<file path="config.mk">
export PLATFORM = sky130hd
export DESIGN_NAME = sas_adc_sequencer
export DESIGN_NICKNAME = d
export VERILOG_FILES = /design/src/sas_pkg.sv /design/src/sas_adc_sequencer.sv /design/src/sas_sar_core.sv
export SDC_FILE = /design/constraint.sdc
export NUM_CORES = 1
export LEC_CHECK = 0
export BUFFER_PORTS_ARGS = -buffer_cell sky130_fd_sc_hd__buf_2
export CORE_MARGIN = 2
export CORE_UTILIZATION = 45
export DETAILED_ROUTE_END_ITERATION = 6
export GPL_TIMING_DRIVEN = 0
export PLACE_DENSITY = 0.7
export SYNTH_ARGS = -nofsm -noshare
export SYNTH_HDL_FRONTEND = slang
export SYNTH_SLANG_ARGS = --single-unit
</file>
<file path="constraint.sdc">
create_clock -name I_REF_CLK -period 3.3 [get_ports I_REF_CLK]
set_input_delay 0.495 -clock I_REF_CLK [delete_from_list [all_inputs] [get_ports I_REF_CLK]]
set_output_delay 0.495 -clock I_REF_CLK [all_outputs]
set_load 0.01 [all_outputs]
</file>
<file path="src/sas_pkg.sv">
// Package: register map, field layout, reset values and timing
package sas_pkg;

   ////////////////////////////////////////////////////////////////////////
   // Register byte offsets on the APB slave
   localparam logic [7:0] OFS_RESULT   = 8'h00;
   localparam logic [7:0] OFS_CONTROL  = 8'h04;
   localparam logic [7:0] OFS_IRQ_STAT = 8'h08;
   localparam logic [7:0] OFS_IRQ_MASK = 8'h0C;
   localparam logic [7:0] OFS_POLARITY = 8'h10;
   localparam logic [7:0] OFS_GPIO_OUT = 8'h14;
   localparam logic [7:0] OFS_GPIO_DIR = 8'h18;
   localparam logic [7:0] OFS_GPIO_IN  = 8'h1C;

   ////////////////////////////////////////////////////////////////////////
   // Field positions
   localparam int unsigned CTRL_CHAN_LSB   = 0;
   localparam int unsigned CTRL_CHAN_MSB   = 2;
   localparam int unsigned CTRL_DONE_BIT   = 3;
   localparam int unsigned CTRL_LADDER_BIT = 4;
   localparam int unsigned POL_EDGE_BIT    = 0;
   localparam int unsigned POL_SRC_BIT     = 7;
   localparam int unsigned IRQ_REQ_BIT     = 0;
   localparam int unsigned IRQ_CONV_BIT    = 1;
   localparam int unsigned IRQ_EXT_BIT     = 2;
   localparam int unsigned IRQ_W           = 3;

   ////////////////////////////////////////////////////////////////////////
   // Reset values
   localparam logic [7:0]       RST_CONTROL  = 8'h08;
   localparam logic [IRQ_W-1:0] RST_IRQ_MASK = 3'h0;
   localparam logic [7:0]       RST_POLARITY = 8'h00;
   localparam logic [7:0]       RST_GPIO     = 8'h00;

   ////////////////////////////////////////////////////////////////////////
   // Timing
   localparam int unsigned CLK_NS      = 10;
   localparam int unsigned MC_NS       = 250;
   localparam int unsigned MC_CYC      = MC_NS / CLK_NS;
   localparam int unsigned MAX_CONV_MC = 50;
   localparam int unsigned MC_W        = 5;
   localparam logic [MC_W-1:0] MC_LAST = MC_W'(MC_CYC - 1);

   ////////////////////////////////////////////////////////////////////////
   // Types
   typedef enum logic [1:0] {
      ST_IDLE   = 2'b00,
      ST_CLEAR  = 2'b01,
      ST_TRIAL  = 2'b10,
      ST_DECIDE = 2'b11
   } sas_state_t;

   typedef struct packed {
      logic       busy;
      logic       done;
      logic [7:0] result;
   } sas_sar_t;

   typedef struct packed {
      logic       ladder;
      logic       done;
      logic [2:0] chan;
   } sas_ctrl_t;

endpackage : sas_pkg

</file>
<file path="src/sas_adc_sequencer.sv">
// Top: APB registers, interrupts, pins and SAR converter control
//
// Functional notes
// - Result register is read-only to software
// - Control bits 2..0 choose the analog channel
// - Writing zero to bit 3 starts conversion
// - Completion flag low during, high after conversion
// - Control bit 4 connects the reference ladder
// - Eight-bit code drives 256-step ladder
// - Completion and request flag rise together
// - Start never clears the request flag
// - Polarity bit 7 routes completion to shared request
// - Result cleared to zero at start
// - Top bit trial, kept when reference below input
// - Conversion ends within fifty machine cycles
// - Unselected pins stay general-purpose I/O
//
// The implementer's own choices: the register offsets and the APB interface to the registers.
`timescale 1ns/1ns
module sas_adc_sequencer (
   input  wire logic        I_REF_CLK,
   input  wire logic        I_NRST,
   input  wire logic        I_PSEL,
   input  wire logic        I_PENABLE,
   input  wire logic        I_PWRITE,
   input  wire logic [7:0]  I_PADDR,
   input  wire logic [31:0] I_PWDATA,
   output logic      [31:0] O_PRDATA,
   output logic             O_PREADY,
   output logic             O_PSLVERR,
   input  wire logic        I_CMP_ABOVE,
   output logic      [7:0]  O_TRIAL_CODE,
   output logic      [2:0]  O_CHAN_SEL,
   output logic             O_LADDER_EN,
   input  wire logic        I_SHARED_EXTERNAL_IRQ_THREE,
   output logic             O_IRQ,
   input  wire logic [7:0]  I_GPIO_IN,
   output logic      [7:0]  O_GPIO_OUT,
   output logic      [7:0]  O_GPIO_OE
);
   import sas_pkg::*;

   ////////////////////////////////////////////////////////////////////////
   // Address decode
   function automatic logic hit(input logic [7:0] a,
                                input logic [7:0] ofs);
      hit = (a == ofs);
   endfunction : hit

   ////////////////////////////////////////////////////////////////////////
   // Declarations
   sas_ctrl_t        ctrl_q;
   sas_ctrl_t        ctrl_d;
   logic [IRQ_W-1:0] stat_q;
   logic [IRQ_W-1:0] stat_d;
   logic [IRQ_W-1:0] mask_q;
   logic [IRQ_W-1:0] mask_d;
   logic [7:0]       pol_q;
   logic [7:0]       pol_d;
   logic [7:0]       gout_q;
   logic [7:0]       gout_d;
   logic [7:0]       gdir_q;
   logic [7:0]       gdir_d;
   logic [31:0]      rdata_q;
   logic [31:0]      rdata_d;
   logic             ready_q;
   logic             err_q;
   logic             err_d;
   logic [IRQ_W-1:0] rclr_q;
   logic [IRQ_W-1:0] rclr_d;
   logic             irq_q;
   logic [9:0]       sync1_q;
   logic [9:0]       sync2_q;
   logic             ext_prev_q;
   logic [7:0]       oe_q;
   sas_sar_t         sar;

   ////////////////////////////////////////////////////////////////////////
   // Pin synchronisers
   always_ff @(posedge I_REF_CLK or negedge I_NRST) begin
      if (!I_NRST) begin
         sync1_q <= 10'h000;
         sync2_q <= 10'h000;
      end else begin
         sync1_q <= {I_SHARED_EXTERNAL_IRQ_THREE, I_CMP_ABOVE, I_GPIO_IN};
         sync2_q <= sync1_q;
      end
   end

   wire [7:0] gpio_in_s = sync2_q[7:0];
   wire       cmp_s     = sync2_q[8];
   wire       ext_s     = sync2_q[9];

   always_ff @(posedge I_REF_CLK or negedge I_NRST) begin
      if (!I_NRST)
         ext_prev_q <= 1'b0;
      else
         ext_prev_q <= ext_s;
   end

   // Edge sense chosen by polarity bit 0
   wire ext_rise  = ext_s & ~ext_prev_q;
   wire ext_fall  = ~ext_s & ext_prev_q;
   wire ext_event = pol_q[POL_EDGE_BIT] ? ext_fall : ext_rise;

   ////////////////////////////////////////////////////////////////////////
   // APB phases
   wire setup   = I_PSEL & ~I_PENABLE;
   wire access  = I_PSEL & I_PENABLE & ready_q;
   wire wr_acc  = access & I_PWRITE;
   wire rd_acc  = access & ~I_PWRITE;

   wire sel_res  = hit(I_PADDR, OFS_RESULT);
   wire sel_ctl  = hit(I_PADDR, OFS_CONTROL);
   wire sel_stat = hit(I_PADDR, OFS_IRQ_STAT);
   wire sel_mask = hit(I_PADDR, OFS_IRQ_MASK);
   wire sel_pol  = hit(I_PADDR, OFS_POLARITY);
   wire sel_gout = hit(I_PADDR, OFS_GPIO_OUT);
   wire sel_gdir = hit(I_PADDR, OFS_GPIO_DIR);
   wire sel_gin  = hit(I_PADDR, OFS_GPIO_IN);
   wire mapped   = sel_res | sel_ctl | sel_stat | sel_mask |
                   sel_pol | sel_gout | sel_gdir | sel_gin;

   ////////////////////////////////////////////////////////////////////////
   // Conversion start and completion
   wire wr_ctl = wr_acc & sel_ctl;
   wire start  = wr_ctl & ~I_PWDATA[CTRL_DONE_BIT];

   sas_sar_core u_core (
      .i_clk       (I_REF_CLK),
      .i_nrst      (I_NRST),
      .i_start     (start),
      .i_cmp_above (cmp_s),
      .o_sar       (sar)
   );

   // Control register; completion flag written only by hardware
   always_comb begin
      ctrl_d = ctrl_q;
      if (wr_ctl) begin
         ctrl_d.chan   = I_PWDATA[CTRL_CHAN_MSB:CTRL_CHAN_LSB];
         ctrl_d.ladder = I_PWDATA[CTRL_LADDER_BIT];
      end
      if (start)
         ctrl_d.done = 1'b0;
      else if (sar.done)
         ctrl_d.done = 1'b1;
   end

   ////////////////////////////////////////////////////////////////////////
   // Interrupt status: sticky, cleared by read, set wins over clear
   wire conv_to_req = pol_q[POL_SRC_BIT];
   wire req_set     = conv_to_req ? sar.done : ext_event;
   wire [IRQ_W-1:0] stat_set;

   assign stat_set[IRQ_REQ_BIT]  = req_set;
   assign stat_set[IRQ_CONV_BIT] = sar.done;
   assign stat_set[IRQ_EXT_BIT]  = ext_event;

   // No clear term from start: only a read clears the request
   always_comb begin
      stat_d = stat_q;
      if (rd_acc && sel_stat)
         stat_d = stat_q & ~rclr_q;
      stat_d = stat_d | stat_set;
   end

   ////////////////////////////////////////////////////////////////////////
   // Writable configuration registers
   always_comb begin
      mask_d = mask_q;
      pol_d  = pol_q;
      gout_d = gout_q;
      gdir_d = gdir_q;
      if (wr_acc && sel_mask)
         mask_d = I_PWDATA[IRQ_W-1:0];
      if (wr_acc && sel_pol) begin
         pol_d                = 8'h00;
         pol_d[POL_SRC_BIT]  = I_PWDATA[POL_SRC_BIT];
         pol_d[POL_EDGE_BIT] = I_PWDATA[POL_EDGE_BIT];
      end
      if (wr_acc && sel_gout)
         gout_d = I_PWDATA[7:0];
      if (wr_acc && sel_gdir)
         gdir_d = I_PWDATA[7:0];
   end

   ////////////////////////////////////////////////////////////////////////
   // Read data, captured in the setup cycle
   wire [31:0] rd_res  = {24'h000000, sar.result};
   wire [31:0] rd_ctl  = {27'h0, ctrl_q};
   wire [31:0] rd_stat = {29'h0, stat_q};
   wire [31:0] rd_mask = {29'h0, mask_q};
   wire [31:0] rd_pol  = {24'h000000, pol_q};
   wire [31:0] rd_gout = {24'h000000, gout_q};
   wire [31:0] rd_gdir = {24'h000000, gdir_q};
   wire [31:0] rd_gin  = {24'h000000, gpio_in_s};

   assign rdata_d = sel_res  ? rd_res  :
                    sel_ctl  ? rd_ctl  :
                    sel_stat ? rd_stat :
                    sel_mask ? rd_mask :
                    sel_pol  ? rd_pol  :
                    sel_gout ? rd_gout :
                    sel_gdir ? rd_gdir :
                    sel_gin  ? rd_gin  : 32'h00000000;

   assign err_d  = ~mapped;
   assign rclr_d = stat_q;

   ////////////////////////////////////////////////////////////////////////
   // Bus slave flops
   always_ff @(posedge I_REF_CLK or negedge I_NRST) begin
      if (!I_NRST) begin
         rdata_q <= 32'h00000000;
         ready_q <= 1'b0;
         err_q   <= 1'b0;
         rclr_q  <= '0;
      end else begin
         ready_q <= setup;
         if (setup) begin
            rdata_q <= I_PWRITE ? 32'h00000000 : rdata_d;
            err_q   <= err_d;
            rclr_q  <= rclr_d;
         end else if (access) begin
            rdata_q <= 32'h00000000;
            err_q   <= 1'b0;
         end
      end
   end

   ////////////////////////////////////////////////////////////////////////
   // Register flops
   always_ff @(posedge I_REF_CLK or negedge I_NRST) begin
      if (!I_NRST) begin
         ctrl_q <= RST_CONTROL[4:0];
         stat_q <= '0;
         mask_q <= RST_IRQ_MASK;
         pol_q  <= RST_POLARITY;
         gout_q <= RST_GPIO;
         gdir_q <= RST_GPIO;
      end else begin
         ctrl_q <= ctrl_d;
         stat_q <= stat_d;
         mask_q <= mask_d;
         pol_q  <= pol_d;
         gout_q <= gout_d;
         gdir_q <= gdir_d;
      end
   end

   ////////////////////////////////////////////////////////////////////////
   // Interrupt output, level while an unmasked bit stands
   always_ff @(posedge I_REF_CLK or negedge I_NRST) begin
      if (!I_NRST)
         irq_q <= 1'b0;
      else
         irq_q <= |(stat_d & mask_d);
   end

   ////////////////////////////////////////////////////////////////////////
   // Pin drivers: the selected channel's pin is released while the ladder is enabled, others are I/O
   genvar g;
   generate
      for (g = 0; g < 8; g = g + 1) begin : g_pin
         wire analog_pin = ctrl_d.ladder &&
                           (ctrl_d.chan == 3'(g));
         always_ff @(posedge I_REF_CLK or negedge I_NRST) begin
            if (!I_NRST)
               oe_q[g] <= 1'b0;
            else
               oe_q[g] <= gdir_d[g] & ~analog_pin;
         end
      end
   endgenerate

   ////////////////////////////////////////////////////////////////////////
   // Outputs
   assign O_PRDATA     = rdata_q;
   assign O_PREADY     = ready_q;
   assign O_PSLVERR    = err_q;
   assign O_TRIAL_CODE = sar.result;
   assign O_CHAN_SEL   = ctrl_q.chan;
   assign O_LADDER_EN  = ctrl_q.ladder;
   assign O_IRQ        = irq_q;
   assign O_GPIO_OUT   = gout_q;
   assign O_GPIO_OE    = oe_q;

endmodule : sas_adc_sequencer

</file>
<file path="src/sas_sar_core.sv">
// Successive-approximation step engine on machine-cycle ticks
`timescale 1ns/1ns
module sas_sar_core (
   input  wire logic           i_clk,
   input  wire logic           i_nrst,
   input  wire logic           i_start,
   input  wire logic           i_cmp_above,
   output sas_pkg::sas_sar_t   o_sar
);
   import sas_pkg::*;

   sas_state_t      state_q;
   sas_state_t      state_d;
   logic [2:0]      bit_q;
   logic [2:0]      bit_d;
   logic [7:0]      res_q;
   logic [7:0]      res_d;
   logic [MC_W-1:0] mc_q;
   logic            done_q;
   logic            done_d;
   wire             tick = (mc_q == MC_LAST);

   ////////////////////////////////////////////////////////////////////////
   // Machine-cycle enable, realigned at each start
   always_ff @(posedge i_clk or negedge i_nrst) begin
      if (!i_nrst)
         mc_q <= '0;
      else if (i_start || tick)
         mc_q <= '0;
      else
         mc_q <= mc_q + 1'b1;
   end

   ////////////////////////////////////////////////////////////////////////
   // Approximation sequence
   always_comb begin
      state_d = state_q;
      bit_d   = bit_q;
      res_d   = res_q;
      done_d  = 1'b0;
      if (i_start) begin
         state_d = ST_CLEAR;
         bit_d   = 3'h7;
         res_d   = 8'h00;
      end else if (tick) begin
         case (state_q)
            ST_CLEAR: begin
               res_d[bit_q] = 1'b1;
               state_d      = ST_TRIAL;
            end
            ST_TRIAL: begin
               state_d = ST_DECIDE;
            end
            ST_DECIDE: begin
               res_d[bit_q] = i_cmp_above;
               if (bit_q == 3'h0) begin
                  state_d = ST_IDLE;
                  done_d  = 1'b1;
               end else begin
                  bit_d        = bit_q - 1'b1;
                  res_d[bit_d] = 1'b1;
                  state_d      = ST_TRIAL;
               end
            end
            default: state_d = ST_IDLE;
         endcase
      end
   end

   always_ff @(posedge i_clk or negedge i_nrst) begin
      if (!i_nrst) begin
         state_q <= ST_IDLE;
         bit_q   <= 3'h7;
         res_q   <= 8'h00;
         done_q  <= 1'b0;
      end else begin
         state_q <= state_d;
         bit_q   <= bit_d;
         res_q   <= res_d;
         done_q  <= done_d;
      end
   end

   assign o_sar.busy   = (state_q != ST_IDLE);
   assign o_sar.done   = done_q;
   assign o_sar.result = res_q;

endmodule : sas_sar_core

</file>
==> impl_metrics.tcl, run 1 <==
set metrics [dict create \
    grt_overflow 0 \
    n_antenna_cell 0 \
    postSynthCellCount 389 \
    final.setup_skew_ps 20.42 \
    place_inst 611 \
    arrival_ps 2640 \
    swShare 0.3067 \
    drt-total-wl_um 10120 \
    grt_pass1_vias 3155 \
    powerDensity_mw_per_mm2 459.9 \
    seq_area_mm2 0.002282 \
    num_vias 3296 \
    drv_cap 0 \
    ant_nets 0 \
    min_path_type "input port to async pin" \
    track_usage 0.2033 \
    nets 552 \
    synthTopCellsByArea "dfrtp_1 50%, mux2_2 7.2%, buf_4 4.7%" \
    clockBufferDepth 2 \
    synth_common_cells "87 x dfrtp_1, 43 x nand2_1, 28 x mux2_2" \
    yosys.area.top_type "dfrtp_1" \
    p_leak_nw 2.532 \
    die_h_um 102.3 \
    r2r_cells 8 \
    tightest_slew_ps 811.4 \
    ys_seq_area_frac 0.5244 \
    worstSkewPairLatency_ps 370 \
    yosys_warnings 0 \
    path_clk_slew_ps 110 \
    fin_ws_ps 945.3 \
    drive_above_1_share 0.3333 \
    die_area_mm2 0.01047 \
    drv_slew 0 \
    use_met3 0.04720 \
    n_fill_cell 839 \
    p_switching_mw 0.7273 \
    dp_slack_ps 653.2 \
    hold_viol 0 \
    fp.dieW_um 102.3 \
    ctsRootBufferMaster "clkbuf_8" \
    yosysMostFrequentCell "dfrtp_1" \
    busiest_layer "met2" \
    power.total_mw 2.371 \
    pwr-share-seq 0.531 \
    synth_flop_cell "dfrtp_1" \
    drt-pass1-iter-count 4 \
    via_per_inst 5.257 \
    cts_resized 0 \
    crit_required_ps 3580 \
    start_util 0.4665 \
    internal_power_mw 1.644 \
    crit_fanout 8 \
    cts-htree-levels 3 \
    syn2layout_area_growth_pct 18.49 \
    cts_num_sinks 91 \
    port_buffers 69 \
    period_share 0.7136 \
    gp_congestion 0.9231 \
    wire_per_inst_um 16.13 \
    core_mm2 0.009328 \
    floorplan.rows 35 \
    crit_type "flip-flop to flip-flop" \
    grt_use_met1 0.2893 \
    postCtsHoldBufs 0 \
    cts_tree "done" \
    setup_violations 0 \
    postSynthAreaPerCell_um2 11.19 \
    min_period_ps 2355 \
    drc 0 \
    first_iter_violations 175 \
    synthArstFlopShare 1.000 \
    numCtsBuffers 9 \
    ys_ff_latch 91 \
    synth_top_area_share 0.5003 \
    syn_area_mm2 0.004352 \
    antenna_found_initial 0 \
    status "completed" \
    power_frac_clock 0.303 \
    met2_usage 0.3016 \
    multi_input_area_mm2 0.001861 \
    peakVddDrop_mv 0.4002 \
    cp-end-kind "flip-flop" \
    relSlewSlack 0.4554 \
    rsz0062_at_grt "no" \
    io_pins 118 \
    fmax_mhz 424.7 \
    final_cells 627 \
    postCtsSetupBuffers 0 \
    grt_max_degree 64 \
    start_kind "flip-flop" \
    dp_hpwl_um 7586 \
    combPwrFrac 0.166 \
    synth_edf_count 0 \
    synth.distinct_cells 63 \
    final.setup.tns_ps 0 \
    grt_pass1_wl_um 16000 \
    finish.utilization 0.5528 \
]
==> critical path, cell delays in order, from the launching register on <==
cell and delay [ps]:
dfstp_2 520, clkbuf_1 300, inv_1 140, ha_1 220, nor2b_1 160, or3_1 410
o32ai_1 290, nand2_1 90, a21oi_1 140
==> stage by stage <==
step,hold slack [ps],area [µm²]
floorplan,199.4,4438
global placement,333.7,4945
detailed placement,334.7,4975
CTS,52.52,5156
global route,56.75,5156
finish,35.30,5156
==> worst paths after layout <==
check / from / endpoint / slack (ps)
hold reg to reg: sync1_q[7]$_DFF_PN0_ / sync2_q[7]$_DFF_PN0_ / 350
hold / removal: I_NRST / rclr_d[2]$_DFF_PN0_ / 40
max in group asynchronous: I_NRST / u_core.bit_q[2]$_DFFE_PN1P_ / 2590
min in group I_REF_CLK: I_GPIO_IN[6] / sync1_q[6]$_DFF_PN0_ / 220
setup reg to reg: u_core.bit_q[1]$_DFFE_PN1P_ / u_core.res_q[3]$_DFFE_PN0P_ / 950
setup / recovery: u_core.bit_q[1]$_DFFE_PN1P_ / u_core.res_q[3]$_DFFE_PN0P_ / 950
==> cell usage in the layout, fill, tap and decap left out, drive strengths merged, types with 2 or more instances in the layout <==
cell type and count:
inv 14, mux2i 5, a21boi 9, nor2 21, conb 24, a211o 3
a211oi 2, and3 5, buf 105, a22o 6, o21ai 19, ha 4
o32ai 6, dfrtp 87, o311ai 2, dfstp 4, nand4b 5, nor3b 3
clkinv 3, nor3 5, nand2b 6, nor4 3, nand3 4, clkbuf 12
or4 2, a21o 2, nor2b 9, nand2 43, a22oi 2, xnor2 3
or2 2, o31ai 3, a221oi 2, or3 4, xor2 3, a21oi 16
mux2 28, o22ai 9
==> power by group through the flow <==
| stage | clock network, mW | logic (mW) | registers [mW] |
|---|---|---|---|
| 2_1_floorplan | 0 | 0.264 | 1.27 |
| 3_3_place_gp | 0 | 0.376 | 1.27 |
| 3_5_place_dp | 0 | 0.390 | 1.28 |
| 4_1_cts | 0.728 | 0.393 | 1.26 |
| 5_1_grt | 0.777 | 0.444 | 1.27 |
| 6_report | 0.719 | 0.394 | 1.26 |
==> logic make-up (layout without fill, tap and decap cells) <==
family,count (synthesis),count (layout),synth area share
simple gates,118,118,0.1587
flops,91,91,0.5244
compound gates,87,87,0.1354
buf+inv,48,134,0.06785
mux,34,34,0.08913
xor+xnor,6,6,0.01208
fa+ha+maj,4,4,0.01150
other cells,1,24,0.0008617
==> sequential cells by signal, summed over array words and instances (netlist names), 2 cells and up <==
register and flops:
O_GPIO_OE 8, u_core.mc_q 5, sync2_q 10, u_core.state_q 2, u_core.bit_q 3, O_GPIO_OUT 8
pol_q 2, mask_q 3, O_PRDATA 8, rclr_d 3, gdir_q 8, sync1_q 10
u_core.res_q 8, rclr_q 3, O_CHAN_SEL 3
==> routing by layer <==
metal  wire, µm  part of all wire  up-vias
met5          0                 0        -
met4        198             0.020        0
met3        529             0.052       16
met2       4603              0.46      103
met1       4784              0.47     1626
li1           -                 -     1551
==> layout make-up <==
type / count / share of cell area
flip-flops and latches: 91 / 0.4426
well taps: 129 / 0.03130
repair buffers: 70 / 0.07280
plain buffers: 38 / 0.04999
multi-input cells: 273 / 0.3608
clock inverters: 7 / 0.01116
clock buffers: 9 / 0.02402
inverters: 10 / 0.007280
Power figures use the tool's default switching activity.
==> run 2, diff against run 1 <==
Settings changed: ABC_AREA from default to 1.
Clock period 3.3 ns to 2.35 ns, I/O delays scaled along.
==> impl_metrics.tcl, run 2 <==
set metrics [dict create \
    hold_slack_ps 84.64 \
    ctsRootBufferMaster "clkbuf_8" \
    grt_max_degree 52 \
    floorplan.rows 36 \
    grt_pass1_vias 3137 \
    worstSkewPairLatency_ps 360 \
    period_share 0.8278 \
    cp_top_family "flip-flops" \
    crit_chain "inv_1, clkbuf_1, ha_1, xnor2_1, inv_1, nand2_1, o22ai_1, a22oi_1, nor2_1" \
    cts_resized 0 \
    final.setup_skew_ps 8.369 \
    num_vias 3527 \
    dp_hpwl_um 7464 \
    reg.largest.list "sync1_q: 10 flops, sync2_q: 10 flops" \
    via_per_inst 4.786 \
    power.total_mw 3.655 \
    numCtsBuffers 9 \
    relSlewSlack 0.6413 \
    cp-end-kind "flip-flop" \
    first_iter_violations 194 \
    drive_above_1_share 0.2599 \
    cts_num_sinks 91 \
    crit_type "flip-flop to flip-flop" \
    rsz0062_at_grt "no" \
    start_kind "flip-flop" \
    ant_nets 0 \
    postCtsHoldBufs 1 \
    p_leak_nw 2.681 \
    drt-pass1-iter-count 5 \
    synthTopCellsByArea "dfrtp_1 50%, nand2_1 10%, inv_1 5.0%" \
    path_clk_slew_ps 100 \
    arrival_ps 2190 \
    combPwrFrac 0.218 \
    p_switching_mw 1.230 \
    layout_commonest_cell "nand2_1" \
    antenna_found_initial 0 \
    most-common-layout-cells "117 x nand2_1, 87 x dfrtp_1, 72 x buf_2" \
    status "completed" \
    yosys_warnings 0 \
    finish.utilization 0.5414 \
    gp_congestion 0.9054 \
    cp_slowest_stage_delay_ps 540 \
    crit_required_ps 2600 \
    power_frac_clock 0.282 \
    grt_overflow 0 \
    slowest_stage "dfstp_2" \
    drc 0 \
    die_area_mm2 0.01056 \
    synth_edf_count 0 \
    grt_pass1_wl_um 15270 \
    crit_fanout 11 \
    peakVddDrop_mv 0.3264 \
    min_path_type "input port to flip-flop" \
    ys_seq_area_frac 0.5200 \
    postCtsSetupBuffers 0 \
    syn2layout_area_growth_pct 18.90 \
    n_antenna_cell 0 \
    clockBufferDepth 2 \
    worstPathBufferInverterCount 3 \
    place_inst 720 \
    cp_common_cell "inv_1" \
    fp.dieW_um 102.8 \
    synthArstFlopShare 1.000 \
    reg2reg_slack_ps 400 \
    synth_flop_cell "dfrtp_1" \
    fmax_mhz 514.0 \
    yosys.area.top_type "dfrtp_1" \
    nets 658 \
    final.setup.tns_ps 0 \
    min_period_ps 1945 \
    postSynthCellCount 494 \
    tightest_slew_ps 538.1 \
    pwr-share-seq 0.499 \
    cts-htree-levels 3 \
    synth.distinct_cells 42 \
    drv_cap 0 \
    synth_common_cells "117 x nand2_1, 87 x dfrtp_1, 59 x inv_1" \
    ys_ff_latch 91 \
    hold_viol 0 \
    syn_area_mm2 0.004389 \
    wire_per_inst_um 13.17 \
    track_usage 0.1890 \
    drt-total-wl_um 9705 \
    cts_tree "done" \
    postSynthAreaPerCell_um2 8.885 \
    powerDensity_mw_per_mm2 700.4 \
    drv_slew 0 \
    final_cells 737 \
    start_util 0.4553 \
    internal_power_mw 2.426 \
    setup_violations 0 \
    die_h_um 102.8 \
    synth_top_area_share 0.4960 \
    swShare 0.3364 \
    yosysMostFrequentCell "nand2_1" \
    core_mm2 0.009639 \
    io_pins 118 \
    port_buffers 69 \
]
[run 2: cell count changes after synthesis, sizes merged, moves of 8 or more]
cell / previous run / this run
mux2: 28 / 3
nand3: 4 / 28
nor2: 21 / 55
nand2: 43 / 125
nand4: 1 / 9
a21boi: 9 / 0
inv: 10 / 64
o21ai: 19 / 38
nor2b: 9 / 0
[run 2: power by group through the flow]
stage	Combinational, mW	Sequential [mW]	Clock [mW]
CTS	0.799	1.83	1.06
floorplan	0.562	1.84	0
finish	0.798	1.83	1.03
global route	0.904	1.85	1.13
detailed placement	0.794	1.86	0
global placement	0.759	1.85	0
[run 2: cell type report]
cell class	count	area [µm²]
clock buffer	9	123.9
tap	133	166.4
inverter	65	246.5
clock inverter	7	67.56
fill	924	4420
buffer	34	241.5
sequential	91	2282
multi-input combinational	327	1705
timing repair buffer	71	385.4
[run 2: path summary, 6_finish.rpt]
kind                                                  start                          end  cells after the start
worst max-delay path            u_core.bit_q[0]$_DFFE_PN1P_  u_core.res_q[7]$_DFFE_PN0P_                      9
worst min-delay path                           I_GPIO_IN[4]         sync1_q[4]$_DFF_PN0_                      1
worst max register to register  u_core.bit_q[0]$_DFFE_PN1P_  u_core.res_q[7]$_DFFE_PN0P_                      9
worst min register to register         sync1_q[9]$_DFF_PN0_         sync2_q[9]$_DFF_PN0_                      0
max in group asynchronous                            I_NRST  u_core.bit_q[2]$_DFFE_PN1P_                      3
min in group asynchronous                            I_NRST         sync2_q[0]$_DFF_PN0_                      2
[run 2: worst register-to-register path, delay by kind of cell, from the launching register on]
family                   cells  cell delay (ps)
AO/OA/AOI/OAI                2              220
XOR/XNOR                     1              250
adder cells (fa/ha/maj)      1              290
buffers and inverters        3              370
flip-flops                   1              540
AND/OR/NAND/NOR              2              150
[run 2: metal layers]
| metal | wire [µm] | track usage | part of all wire | up-vias |
|---|---|---|---|---|
| met5 | 0 | 0 | 0 | - |
| met4 | 148 | 0.06377 | 0.015 | 0 |
| met3 | 554 | 0.03254 | 0.057 | 14 |
| met2 | 4577 | 0.3002 | 0.47 | 114 |
| met1 | 4425 | 0.2648 | 0.46 | 1650 |
| li1 | - | - | - | 1749 |
[run 2: logic make-up after synthesis]
kind of cell             synth area share
multiplexers                     0.007696
flip-flops                         0.5200
buffers and inverters              0.1112
XOR/XNOR                         0.007983
AO/OA/AOI/OAI                      0.1023
AND/OR/NAND/NOR                    0.2386
other                           0.0008544
adder cells (fa/ha/maj)           0.01140
[run 2: stage by stage]
step | cell area [µm²] | setup slack [ps]
6_report | 5219 | 404.6
5_1_grt | 5219 | 204.9
2_1_floorplan | 4476 | 620.5
4_1_cts | 5219 | 406.1
3_5_place_dp | 5017 | 436.8
3_3_place_gp | 4987 | 135.6
==> run 3, diff against run 2 <==
Settings changed: ABC_AREA 1 to 0.
Clock period 2.35 ns to 1.85 ns, I/O delays scaled along.
==> impl_metrics.tcl, run 3 (synthesis results as in run 1) <==
set metrics [dict create \
    status "completed" \
    antenna_found_initial 0 \
    grt_use_met1 0.2956 \
    cts_tree "done" \
    crit_chain "nand4_4, or2_1, buf_6, nor3_4, mux2_4, a221o_1" \
    cts_num_sinks 91 \
    path_depth 6 \
    cp-end-kind "flip-flop" \
    drive_above_1_share 0.3902 \
    peakVddDrop_mv 0.6005 \
    fp.dieW_um 102.3 \
    powerDensity_mw_per_mm2 803.4 \
    grt_pass1_vias 3239 \
    gp_congestion 0.9036 \
    ant_nets 0 \
    core_mm2 0.009328 \
    layout_commonest_cell "dfrtp_1" \
    crit_type "flip-flop to flip-flop" \
    relSlewSlack 0.4340 \
    track_usage 0.2065 \
    grt_pass1_wl_um 16440 \
    drv_cap 0 \
    arrival_ps 2030 \
    worstPathBufferInverterCount 1 \
    path_clk_slew_ps 100 \
    io_pins 118 \
    finish.utilization 0.5787 \
    final.setup_skew_ps 10.70 \
    port_buffers 69 \
    fmax_mhz 558.7 \
    final_cells 639 \
    via_per_inst 5.344 \
    tightest_slew_ps 843.4 \
    drc 0 \
    drt-total-wl_um 10480 \
    use_met3 0.03420 \
    die_h_um 102.3 \
    p_leak_nw 2.641 \
    ctsRootBufferMaster "clkbuf_8" \
    placed_area_mm2 0.005049 \
    wire_per_inst_um 16.40 \
    most-common-layout-cells "86 x dfrtp_1, 72 x buf_2, 42 x nand2_1" \
    reg.largest.list "sync1_q: 10 flops, sync2_q: 10 flops" \
    cts-htree-levels 3 \
    drt-pass1-iter-count 5 \
    start_util 0.4665 \
    min_path_type "input port to flip-flop" \
    dp_hpwl_um 7680 \
    holdPathStages 1 \
    crit_fanout 5 \
    clockBufferDepth 2 \
    min_period_ps 1790 \
    slowest_stage "dfrtp_2" \
    drv_slew 0 \
    numCtsBuffers 9 \
    start_kind "flip-flop" \
    syn2layout_area_growth_pct 24.04 \
    r2r_cells 6 \
    cp_top_family "simple AND/OR/NAND/NOR gates" \
    busiest_layer "met2" \
    worstSkewPairLatency_ps 360 \
    setup_violations 0 \
    num_vias 3415 \
    place_inst 611 \
    nets 564 \
    grt_max_degree 49 \
    design_area_mm2 0.005398 \
    n_antenna_cell 0 \
    rsz0062_at_grt "yes" \
    floorplan.rows 35 \
    hold_viol 0 \
    crit_required_ps 2090 \
    met2_usage 0.3219 \
    cp_slowest_stage_delay_ps 400 \
    period_share 0.9675 \
    grt_overflow 0 \
    first_iter_violations 223 \
    die_area_mm2 0.01047 \
]
## run 3: cell types whose count changed in the layout (fill, tap and decap cells not counted), sizes merged, moves of 7 or more
cell	change
nand2	-82
inv	-56
nor2	-34
mux2	+25
nand3	-24
o21ai	-19
buf	+13
a21boi	+9
nor2b	+9
nand4	-8
o2111ai	-7
## run 3: final timing paths
check | start | slack (ps) | end
setup reg to reg | O_PREADY$_DFF_PN0_ | 60 | O_IRQ$_DFF_PN0_
max in group asynchronous | I_NRST | 690 | u_core.bit_q[0]$_DFFE_PN1P_
hold reg to reg | sync1_q[8]$_DFF_PN0_ | 350 | sync2_q[8]$_DFF_PN0_
hold / removal | I_GPIO_IN[4] | 20 | sync1_q[4]$_DFF_PN0_
setup / recovery | O_PREADY$_DFF_PN0_ | 60 | O_IRQ$_DFF_PN0_
min in group asynchronous | I_NRST | 460 | O_PSLVERR$_DFFE_PN0P_
## run 3: worst register-to-register path, cell delays in order (launching register included)
cell and delay (ps):
dfrtp_2 400, nand4_4 90, or2_1 230, buf_6 150, nor3_4 170, mux2_4 330, a221o_1 320
## run 3: area by class of cell
type | instances | area [µm²]
Buffer | 37 | 267.8
Clock buffer | 9 | 123.9
Clock inverter | 7 | 61.31
Fill cell | 838 | 3930
Inverter | 10 | 40.04
Multi-Input combinational cell | 273 | 1984
Sequential cell | 91 | 2283
Tap cell | 129 | 161.4
Timing Repair Buffer | 83 | 475.5
## run 3: where the power goes
group          internal, mW  switching [mW]
Sequential             2.13           0.110
Combinational         0.364           0.469
Clock                 0.509           0.752
Total                  3.01            1.33
## run 3: what timing repair did
action | CTS | global route
hold buffers | 1 | 0
resized for setup | 8 | 14
buffers inserted | 12 | 0
pin swaps | 6 | 2
setup endpoints to repair | 25 | 23
hold endpoints to repair | 43 | 0
## run 3: routing by layer
| metal | wire length (µm) | part of all wire |
|---|---|---|
| met5 | 0 | 0 |
| met4 | 251 | 0.024 |
| met3 | 590 | 0.056 |
| met2 | 4908 | 0.47 |
| met1 | 4728 | 0.45 |
## run 3: metrics by stage
stage	setup slack [ps]	setup TNS [ps]	total power [mW]	hold slack [ps]
detailed placement	-582.8	-14920	3.035	314.9
global route	-24.55	-32.58	4.554	0.3269
finish	60.17	0	4.337	17.58
CTS	-7.660	-7.660	4.326	10.79
floorplan	11.19	0	2.779	-18.09
global placement	-488.8	-38060	2.991	334.3
